$ cat src/core/sllc_consts.vh
// Purpose: Shared constants of the serial latched low-side control block
// Assumes: 100 MHz system clock
// Notes:   Times are kept in their own unit; cycle counts derive from them
`ifndef SLLC_CONSTS_VH
`define SLLC_CONSTS_VH

`define SLLC_CLK_MHZ          100
`define SLLC_CHANNELS         8
`define SLLC_FIFO_DEPTH       4
`define SLLC_FIFO_AW          2

// Overcurrent deglitch, least time, rounded up to whole cycles
`define SLLC_OCP_DEGLITCH_NS  3500
`define SLLC_OCP_DEGLITCH_CYC ((`SLLC_OCP_DEGLITCH_NS * `SLLC_CLK_MHZ + 999) / 1000)
// Overcurrent retry time
`define SLLC_OCP_RETRY_US     2500
`define SLLC_OCP_RETRY_CYC    (`SLLC_OCP_RETRY_US * `SLLC_CLK_MHZ)
`define SLLC_CNT_W            18

// Reset values
`define SLLC_SHIFT_RST        8'h00
`define SLLC_LATCH_RST        8'h00
`define SLLC_SYNC_RST         16'h8000

// Bit positions inside the synchronised input vector
`define SLLC_IN_OC_LSB        0
`define SLLC_IN_SCK           8
`define SLLC_IN_SDI           9
`define SLLC_IN_LATCH         10
`define SLLC_IN_RESET         11
`define SLLC_IN_OE            12
`define SLLC_IN_OT            13
`define SLLC_IN_UV            14
`define SLLC_IN_CS_N          15
`define SLLC_IN_W             16

`endif

$ cat src/core/sllc_fifo.v
// Purpose: Small synchronous FIFO between latch capture and output latch
// Assumes: Single clock; flush empties it at once
// Notes:   in_ready low when full, out_valid low when empty
`timescale 1ns/1ps
module sllc_fifo #(
  parameter WIDTH = 8,
  parameter DEPTH = 4,
  parameter AW    = 2
) (
  input  wire             clock,
  input  wire             rstn,
  input  wire             flush,
  input  wire [WIDTH-1:0] in_data,
  input  wire             in_valid,
  output wire             in_ready,
  output wire [WIDTH-1:0] out_data,
  output wire             out_valid,
  input  wire             out_ready
);

  reg  [WIDTH-1:0] mem [0:DEPTH-1];
  reg  [AW-1:0]    wr_ptr_q;
  reg  [AW-1:0]    rd_ptr_q;
  reg  [AW:0]      count_q;
  wire             push;
  wire             pop;

  assign in_ready  = (count_q != DEPTH[AW:0]);
  assign out_valid = (count_q != {(AW+1){1'b0}});
  assign out_data  = mem[rd_ptr_q];
  assign push      = in_valid & in_ready;
  assign pop       = out_valid & out_ready;

  always @(posedge clock) begin
    if (push) begin
      mem[wr_ptr_q] <= in_data;
    end
  end

  always @(posedge clock or negedge rstn) begin
    if (!rstn) begin
      wr_ptr_q <= {AW{1'b0}};
      rd_ptr_q <= {AW{1'b0}};
      count_q  <= {(AW+1){1'b0}};
    end else if (flush) begin
      wr_ptr_q <= {AW{1'b0}};
      rd_ptr_q <= {AW{1'b0}};
      count_q  <= {(AW+1){1'b0}};
    end else begin
      if (push) begin
        wr_ptr_q <= wr_ptr_q + {{(AW-1){1'b0}}, 1'b1};
      end
      if (pop) begin
        rd_ptr_q <= rd_ptr_q + {{(AW-1){1'b0}}, 1'b1};
      end
      if (push && !pop) begin
        count_q <= count_q + {{AW{1'b0}}, 1'b1};
      end else if (pop && !push) begin
        count_q <= count_q - {{AW{1'b0}}, 1'b1};
      end
    end
  end

endmodule // sllc_fifo

$ cat src/core/sllc_sync.v
// Purpose: Three-stage synchroniser with agreement filter
// Assumes: Inputs are asynchronous to clock
// Notes:   Output changes only once stages two and three agree
`timescale 1ns/1ps
module sllc_sync #(
  parameter             WIDTH     = 16,
  parameter [WIDTH-1:0] RESET_VAL = {WIDTH{1'b0}}
) (
  input  wire             clock,
  input  wire             rstn,
  input  wire [WIDTH-1:0] async_in,
  output reg  [WIDTH-1:0] stable_q
);

  reg  [WIDTH-1:0] ff1_q;
  reg  [WIDTH-1:0] ff2_q;
  reg  [WIDTH-1:0] ff3_q;
  wire [WIDTH-1:0] agree;

  assign agree = ~(ff2_q ^ ff3_q);

  always @(posedge clock or negedge rstn) begin
    if (!rstn) begin
      ff1_q    <= RESET_VAL;
      ff2_q    <= RESET_VAL;
      ff3_q    <= RESET_VAL;
      stable_q <= RESET_VAL;
    end else begin
      ff1_q    <= async_in;
      ff2_q    <= ff1_q;
      ff3_q    <= ff2_q;
      stable_q <= (ff3_q & agree) | (stable_q & ~agree);
    end
  end

endmodule // sllc_sync

$ cat src/core/sllc_top.v
// Purpose: Serial latched control of an eight-channel low-side driver
// Assumes: All control and fault input pins are asynchronous and sampled by the 100 MHz clock
// Notes:   Open-drain pins are split into input, output and output enable
`timescale 1ns/1ps
`include "sllc_consts.vh"

module sllc_top #(
  parameter [`SLLC_CNT_W-1:0] RETRY_CYCLES = `SLLC_OCP_RETRY_CYC
) (
  input  wire                      clock,
  input  wire                      rstn,
  input  wire                      shift_clock,
  input  wire                      serial_data_in,
  input  wire                      chip_select_n,
  input  wire                      latch_pin,
  input  wire                      reset_pin,
  input  wire                      output_enable_pin,
  input  wire [`SLLC_CHANNELS-1:0] overcurrent_trip,
  input  wire                      over_temp,
  input  wire                      undervoltage_lock,
  input  wire                      serial_data_out_i,
  output reg                       serial_data_out_o,
  output reg                       serial_data_out_oe,
  input  wire                      fault_flag_n_i,
  output reg                       fault_flag_n_o,
  output reg                       fault_flag_n_oe,
  output wire [`SLLC_CHANNELS-1:0] drive_output
);

  // The header count is a 32-bit integer; only its low bits are kept
  localparam integer           DEGLITCH_INT    = `SLLC_OCP_DEGLITCH_CYC;
  localparam [`SLLC_CNT_W-1:0] DEGLITCH_CYCLES = DEGLITCH_INT[`SLLC_CNT_W-1:0];
  localparam [`SLLC_CNT_W-1:0] CNT_ONE         = 18'h0_0001;

  localparam [1:0] OCP_RUN      = 2'h0;
  localparam [1:0] OCP_DEGLITCH = 2'h1;
  localparam [1:0] OCP_SHUT     = 2'h2;

  // Rising and falling edges of a filtered level
  function rise;
    input prev;
    input now;
    begin
      rise = now & ~prev;
    end
  endfunction

  function fall;
    input prev;
    input now;
    begin
      fall = prev & ~now;
    end
  endfunction

  wire [`SLLC_IN_W-1:0]     pins_async;
  wire [`SLLC_IN_W-1:0]     pins_s;
  wire [`SLLC_CHANNELS-1:0] oc_s;
  wire                      sck_s;
  wire                      sdi_s;
  wire                      latch_s;
  wire                      reset_s;
  wire                      oe_s;
  wire                      ot_s;
  wire                      uv_s;
  wire                      cs_n_s;
  wire                      logic_rst;
  wire                      sck_rise;
  wire                      sck_fall;
  wire                      latch_rise;
  wire                      cs_fall;
  wire                      fifo_in_ready;
  wire                      fifo_out_valid;
  wire                      fifo_out_ready;
  wire [`SLLC_CHANNELS-1:0] fifo_out_data;
  wire                      fifo_push;
  wire                      oc_active;
  wire                      ocp_shut;
  wire                      drive_allow;
  wire                      shutdown;
  wire [`SLLC_CHANNELS-1:0] oc_hit;

  reg                       sck_prev_q;
  reg                       latch_prev_q;
  reg                       cs_n_prev_q;
  reg  [`SLLC_CHANNELS-1:0] shift_q;
  reg  [`SLLC_CHANNELS-1:0] shift_d;
  reg  [`SLLC_CHANNELS-1:0] latch_q;
  reg  [`SLLC_CHANNELS-1:0] latch_d;
  reg  [`SLLC_CHANNELS-1:0] drive_q;
  reg                       sdo_bit_q;
  reg                       sdo_bit_d;
  reg                       sdo_oe_d;
  reg                       fault_oe_d;
  reg  [1:0]                ocp_state_q;
  reg  [1:0]                ocp_state_d;
  reg  [`SLLC_CNT_W-1:0]    ocp_cnt_q;
  reg  [`SLLC_CNT_W-1:0]    ocp_cnt_d;

  // All control and fault input pins pass the three-stage filter; chip select idles high
  assign pins_async = {chip_select_n, undervoltage_lock, over_temp, output_enable_pin,
                       reset_pin, latch_pin, serial_data_in, shift_clock, overcurrent_trip};

  sllc_sync #(
    .WIDTH     (`SLLC_IN_W),
    .RESET_VAL (`SLLC_SYNC_RST)
  ) u_sync (
    .clock    (clock),
    .rstn     (rstn),
    .async_in (pins_async),
    .stable_q (pins_s)
  );

  assign oc_s    = pins_s[`SLLC_IN_OC_LSB +: `SLLC_CHANNELS];
  assign sck_s   = pins_s[`SLLC_IN_SCK];
  assign sdi_s   = pins_s[`SLLC_IN_SDI];
  assign latch_s = pins_s[`SLLC_IN_LATCH];
  assign reset_s = pins_s[`SLLC_IN_RESET];
  assign oe_s    = pins_s[`SLLC_IN_OE];
  assign ot_s    = pins_s[`SLLC_IN_OT];
  assign uv_s    = pins_s[`SLLC_IN_UV];
  assign cs_n_s  = pins_s[`SLLC_IN_CS_N];

  // Reset pin or undervoltage hold the shift, serial out, queue, latch, overcurrent state and drives in their initial values
  assign logic_rst = reset_s | uv_s;

  assign sck_rise   = rise(sck_prev_q, sck_s);
  assign sck_fall   = fall(sck_prev_q, sck_s);
  assign latch_rise = rise(latch_prev_q, latch_s);
  assign cs_fall    = fall(cs_n_prev_q, cs_n_s);

  // Reset values equal the idle pin levels, so no false edge follows reset
  always @(posedge clock or negedge rstn) begin
    if (!rstn) begin
      sck_prev_q   <= 1'b0;
      latch_prev_q <= 1'b0;
      cs_n_prev_q  <= 1'b1;
    end else begin
      sck_prev_q   <= sck_s;
      latch_prev_q <= latch_s;
      cs_n_prev_q  <= cs_n_s;
    end
  end

  // Shift register: sampled on shift clock rise while selected, whatever the enable
  always @* begin
    shift_d = shift_q;
    if (logic_rst) begin
      shift_d = `SLLC_SHIFT_RST;
    end else if (sck_rise && !cs_n_s) begin
      shift_d = {shift_q[`SLLC_CHANNELS-2:0], sdi_s};
    end
  end

  always @(posedge clock or negedge rstn) begin
    if (!rstn) begin
      shift_q <= `SLLC_SHIFT_RST;
    end else begin
      shift_q <= shift_d;
    end
  end

  // Oldest bit is presented at select and after each falling edge
  always @* begin
    sdo_bit_d = sdo_bit_q;
    if (logic_rst) begin
      sdo_bit_d = 1'b1;
    end else if (cs_fall || (sck_fall && !cs_n_s)) begin
      sdo_bit_d = shift_q[`SLLC_CHANNELS-1];
    end
  end

  // Open drain: pull low only for a zero while selected and out of reset
  always @* begin
    sdo_oe_d = 1'b0;
    if (!logic_rst && !cs_n_s) begin
      sdo_oe_d = ~sdo_bit_d;
    end
  end

  always @(posedge clock or negedge rstn) begin
    if (!rstn) begin
      sdo_bit_q          <= 1'b1;
      serial_data_out_o  <= 1'b0;
      serial_data_out_oe <= 1'b0;
    end else begin
      sdo_bit_q          <= sdo_bit_d;
      serial_data_out_o  <= 1'b0;
      serial_data_out_oe <= sdo_oe_d;
    end
  end

  // Latch edges queue their word; a word taken while the queue is full is lost
  assign fifo_push      = latch_rise & ~logic_rst;
  // Queued words reach the output latch only between transfers
  assign fifo_out_ready = cs_n_s & ~logic_rst;

  sllc_fifo #(
    .WIDTH (`SLLC_CHANNELS),
    .DEPTH (`SLLC_FIFO_DEPTH),
    .AW    (`SLLC_FIFO_AW)
  ) u_fifo (
    .clock     (clock),
    .rstn      (rstn),
    .flush     (logic_rst),
    .in_data   (shift_q),
    .in_valid  (fifo_push),
    .in_ready  (fifo_in_ready),
    .out_data  (fifo_out_data),
    .out_valid (fifo_out_valid),
    .out_ready (fifo_out_ready)
  );

  always @* begin
    latch_d = latch_q;
    if (logic_rst) begin
      latch_d = `SLLC_LATCH_RST;
    end else if (fifo_out_valid && fifo_out_ready) begin
      latch_d = fifo_out_data;
    end
  end

  always @(posedge clock or negedge rstn) begin
    if (!rstn) begin
      latch_q <= `SLLC_LATCH_RST;
    end else begin
      latch_q <= latch_d;
    end
  end

  // Overcurrent: only a driven channel can carry current
  assign oc_active = |oc_hit;
  assign ocp_shut  = (ocp_state_q == OCP_SHUT);

  always @* begin
    ocp_state_d = ocp_state_q;
    ocp_cnt_d   = ocp_cnt_q;
    case (ocp_state_q)
      OCP_RUN: begin
        ocp_cnt_d = {`SLLC_CNT_W{1'b0}};
        if (oc_active) begin
          ocp_state_d = OCP_DEGLITCH;
          ocp_cnt_d   = CNT_ONE;
        end
      end
      OCP_DEGLITCH: begin
        if (!oc_active) begin
          ocp_state_d = OCP_RUN;
          ocp_cnt_d   = {`SLLC_CNT_W{1'b0}};
        end else if (ocp_cnt_q >= DEGLITCH_CYCLES) begin
          ocp_state_d = OCP_SHUT;
          ocp_cnt_d   = CNT_ONE;
        end else begin
          ocp_cnt_d = ocp_cnt_q + CNT_ONE;
        end
      end
      OCP_SHUT: begin
        if (ocp_cnt_q >= RETRY_CYCLES) begin
          ocp_state_d = OCP_RUN;
          ocp_cnt_d   = {`SLLC_CNT_W{1'b0}};
        end else begin
          ocp_cnt_d = ocp_cnt_q + CNT_ONE;
        end
      end
      default: begin
        ocp_state_d = OCP_RUN;
        ocp_cnt_d   = {`SLLC_CNT_W{1'b0}};
      end
    endcase
  end

  always @(posedge clock or negedge rstn) begin
    if (!rstn) begin
      ocp_state_q <= OCP_RUN;
      ocp_cnt_q   <= {`SLLC_CNT_W{1'b0}};
    end else if (logic_rst) begin
      ocp_state_q <= OCP_RUN;
      ocp_cnt_q   <= {`SLLC_CNT_W{1'b0}};
    end else begin
      ocp_state_q <= ocp_state_d;
      ocp_cnt_q   <= ocp_cnt_d;
    end
  end

  // Protection shutdowns override the enable pin for all channels
  assign shutdown    = logic_rst | ocp_shut | ot_s;
  assign drive_allow = oe_s & ~shutdown;

  genvar ch;
  generate
    for (ch = 0; ch < `SLLC_CHANNELS; ch = ch + 1) begin : g_drive
      // Only a driven channel can carry overcurrent
      assign oc_hit[ch] = oc_s[ch] & drive_q[ch];
      always @(posedge clock or negedge rstn) begin
        if (!rstn) begin
          drive_q[ch] <= 1'b0;
        end else begin
          drive_q[ch] <= latch_q[ch] & drive_allow;
        end
      end
    end
  endgenerate

  assign drive_output = drive_q;

  // Undervoltage is handled as a reset, not reported as a fault
  always @* begin
    fault_oe_d = 1'b0;
    if (!uv_s && (ocp_shut || ot_s)) begin
      fault_oe_d = 1'b1;
    end
  end

  // Fault flag is a level: low while overcurrent shutdown or over-temperature lasts
  always @(posedge clock or negedge rstn) begin
    if (!rstn) begin
      fault_flag_n_o  <= 1'b0;
      fault_flag_n_oe <= 1'b0;
    end else begin
      fault_flag_n_o  <= 1'b0;
      fault_flag_n_oe <= fault_oe_d;
    end
  end

endmodule // sllc_top

$ cat config.mk
export PLATFORM = sky130hd
export DESIGN_NAME = sllc_top
export DESIGN_NICKNAME = d
export VERILOG_FILES = /design/src/core/sllc_fifo.v /design/src/core/sllc_sync.v /design/src/core/sllc_top.v
export VERILOG_INCLUDE_DIRS = /design/src /design/src/core
export SDC_FILE = /design/constraint.sdc
export NUM_CORES = 1
export LEC_CHECK = 0
export ABC_AREA = 1
export BUFFER_PORTS_ARGS = -buffer_cell sky130_fd_sc_hd__buf_2
export CORE_UTILIZATION = 30
export DETAILED_ROUTE_END_ITERATION = 8
export PLACE_DENSITY = 0.43
export REMOVE_ABC_BUFFERS = 1
export SYNTH_ARGS = -nofsm -noshare
export SYNTH_HDL_FRONTEND = slang
export SYNTH_SLANG_ARGS = --single-unit
export TNS_END_PERCENT = 10
$ cat constraint.sdc
create_clock -name clock -period 1.75 [get_ports clock]
set_clock_uncertainty 0.05 [all_clocks]
set_input_delay 0.175 -clock clock [delete_from_list [all_inputs] [get_ports clock]]
set_output_delay 0.175 -clock clock [all_outputs]
set_load 0.05 [all_outputs]
==> impl_metrics.env <==
export IMPL_p_int_w=0.00662
export IMPL_initial_utilization_pct=31.1
export IMPL_rows=49
export IMPL_drtAntennaViolNets=0
export IMPL_synth_cells=481
export IMPL_totalPowerFinal_w=0.00861
export IMPL_final_hold_viol_count=0
export IMPL_nNetsFinal=598
export IMPL_rsz0062_at_grt="yes"
export IMPL_clock_power_share_pct=45.2
export IMPL_ir_worst_vdd_mv=0.667
export IMPL_layoutNonFillerInstCount=813
export IMPL_crit_type="reg -> reg"
export IMPL_status="complete, no violations"
export IMPL_final_common_cell="dfrtp_1"
export IMPL_cts_root_buf="clkbuf_16"
export IMPL_synth_top_family_by_area="simple AND/OR/NAND/NOR gates"
export IMPL_coreArea_um2=18300
export IMPL_n_antenna_cell=0
export IMPL_cts_buffers=17
export IMPL_synth_fa_ha_area_share_pct=4.50
export IMPL_drive_gt1_share_pct=22.3
export IMPL_dp_cells=758
export IMPL_ys_warn_count=0
export IMPL_combinationalPowerShare_pct=9.5
export IMPL_crit_arrival_ps=2010
export IMPL_synth_compound_area_share_pct=5.31
export IMPL_fin_crit_ps=1720
export IMPL_period_share_pct=98.3
export IMPL_crit_required_ps=2040
export IMPL_cp_max_fo=8
export IMPL_start_kind="flop"
export IMPL_cap_viol_max_count=0
export IMPL_final_cell_mix="114 x dfrtp_1, 60 x nor2_1, 56 x nand2_1, 48 x inv_1"
export IMPL_worst_slack_ps=30.6
export IMPL_overflow=0
export IMPL_seqPwrFrac_pct=45.3
export IMPL_antenna_found_initial=0
export IMPL_fin_tns_setup_ps=0
export IMPL_fin_hold_ws_ps=241
export IMPL_synth_cell_types=34
export IMPL_sw_frac_of_total_pct=23.1
export IMPL_cts_sinks=153
export IMPL_clock_path_buffers=2
export IMPL_viasPerCell=4.33
export IMPL_io_pins=32
export IMPL_cts_max_level=4
export IMPL_drc=0
export IMPL_synthesis_area_um2=5670
export IMPL_use_met1_pct=16.3
export IMPL_tightest_slew_ps=531
export IMPL_drt_iter0_drc=152
export IMPL_p_switching_w=0.00199
export IMPL_dp_hpwl_um=7270
export IMPL_ys_seq_elements=153
export IMPL_place_ws_ps=-19.1
export IMPL_min_path_type="in -> async"
export IMPL_slew_violations=0
export IMPL_use_met2_pct=19.1
export IMPL_syn2layout_area_growth_pct=27.7
export IMPL_avgRoutedWirePerCell_um=13.4
export IMPL_chipWidth_um=140
export IMPL_wl_um=10900
export IMPL_vias=3524
export IMPL_grt_first_pass_wirelength_um=18500
export IMPL_grt_pass1_vias=3700
export IMPL_clk_pin_slew_ps=60
export IMPL_synth_xor_area_share_pct=2.47
export IMPL_cts_tree="done"
export IMPL_leakage_nw=3.13
export IMPL_clk_latency_ps=420
export IMPL_ys_seq_area_share_pct=70.4
export IMPL_yosys_area_share_simple_pct=12.9
export IMPL_max_freq_ghz=0.582
export IMPL_p_per_area_nw_per_um2=1190
export IMPL_setup_viol=0
export IMPL_relSlewSlack_pct=64.6
export IMPL_busiest_layer="met2"
export IMPL_die_y_um=140
export IMPL_synth_mux_area_share_pct=0
export IMPL_grt_total_usage_pct=12.4
export IMPL_die_area_um2=19500
export IMPL_syn_avg_cell_area_um2=11.8
export IMPL_firstDrtPassIters=4
export IMPL_grt_max_degree=46
export IMPL_place_congestion=0.776
export IMPL_worst_r2r_cell_count=10
export IMPL_portBuffers=27
export IMPL_use_met3_pct=4.13
export IMPL_cp_end_kind="flop"
-- per-stage QoR --
step | utilization (%) | area (um^2)
after CTS | 38.9 | 7110
after global placement | 34.4 | 6290
after global routing | 39.7 | 7250
after detailed placement | 34.4 | 6290
final | 39.7 | 7250
after floorplan | - | 5630
-- timing repair --
| item | 4_1_cts | 5_1_grt |
|---|---|---|
| setup buffers | 0 | 4 |
| cloned | 0 | 2 |
| gates resized for setup | 2 | 29 |
| hold endpoints to repair | 46 | 0 |
| hold buffers | 17 | 0 |
| pin swaps | 0 | 8 |
| endpoints found under the setup margin | 19 | 51 |
-- cell usage after synthesis (all sizes together) --
cell type  number  area, um^2
xnor2           5        43.8
a21oi           5        25.0
nand4           4        25.0
nor2           76         293
ha              6        75.1
maj3           16         160
nand3          22         110
nor3b           1        7.51
dfrtp         115        2880
o22ai          16         100
inv            51         191
nand3b          1        7.51
o211ai          1        7.51
and2            2        12.5
xor2           11        96.3
nor4            1        6.26
fa              1        20.0
nor3            3        20.0
clkbuf          2        7.51
or2             3        18.8
dfstp           6         158
conb            1        3.75
edfxtp         32         961
buf             6        43.8
nand2          61         234
o21ai          33         169
-- path summary, 6_finish.rpt --
kind | to | slack (ps) | startpoint
worst max-delay path | ocp_cnt_q[8]$_DFF_PN0_ | 30 | ocp_cnt_q[0]$_DFF_PN0_
worst min-delay path | ocp_cnt_q[8]$_DFF_PN0_ | 240 | rstn
worst max register to register | ocp_cnt_q[8]$_DFF_PN0_ | 30 | ocp_cnt_q[0]$_DFF_PN0_
worst min register to register | u_sync.ff2_q[1]$_DFF_PN0_ | 300 | u_sync.ff1_q[1]$_DFF_PN0_
max in group asynchronous | u_sync.ff2_q[0]$_DFF_PN0_ | 820 | rstn
min in group clock | u_sync.ff2_q[1]$_DFF_PN0_ | 300 | u_sync.ff1_q[1]$_DFF_PN0_
-- metal layers --
layer,share of wire (%),wire length [um]
met4,0.89,97
met1,50,5470
met2,46,4990
met3,3.1,343
met5,0,0
-- final cells by class --
| cell class | count | area [um^2] |
|---|---|---|
| clock buffer | 25 | 549 |
| timing repair buffer | 76 | 581 |
| sequential | 153 | 4000 |
| fill | 1799 | 11000 |
| clock inverter | 7 | 98.8 |
| tap | 229 | 287 |
| inverter | 51 | 191 |
| multi-input combinational | 272 | 1540 |
-- logic make-up (layout without fill, tap and decap cells) --
kind of cell / count (synthesis) / count (layout)
AO/OA/AOI/OAI: 55 / 55
XOR/XNOR: 16 / 16
adder cells (fa/ha/maj): 23 / 23
buffers and inverters: 59 / 159
flip-flops: 153 / 153
other: 1 / 2
AND/OR/NAND/NOR: 174 / 176
-- critical path: stages, from the launching register on --
cell	delay, ps
dfrtp_1	370
inv_2	50
ha_2	150
or2_0	210
nand2_1	60
nand2_1	50
nand2_2	70
nand2_2	70
o21ai_4	270
nand2_4	160
nor2_1	130
-- power by group through the flow --
stage	sequential [W]	clock (W)	combinational (W)
after detailed placement	0.00396	0	0.000767
after global routing	0.00392	0.00416	0.000933
after global placement	0.00396	0	0.000760
after CTS	0.00390	0.00401	0.000804
after floorplan	0.00399	0	0.000384
final	0.00390	0.00389	0.000817
(Power assumes the default switching activity.)
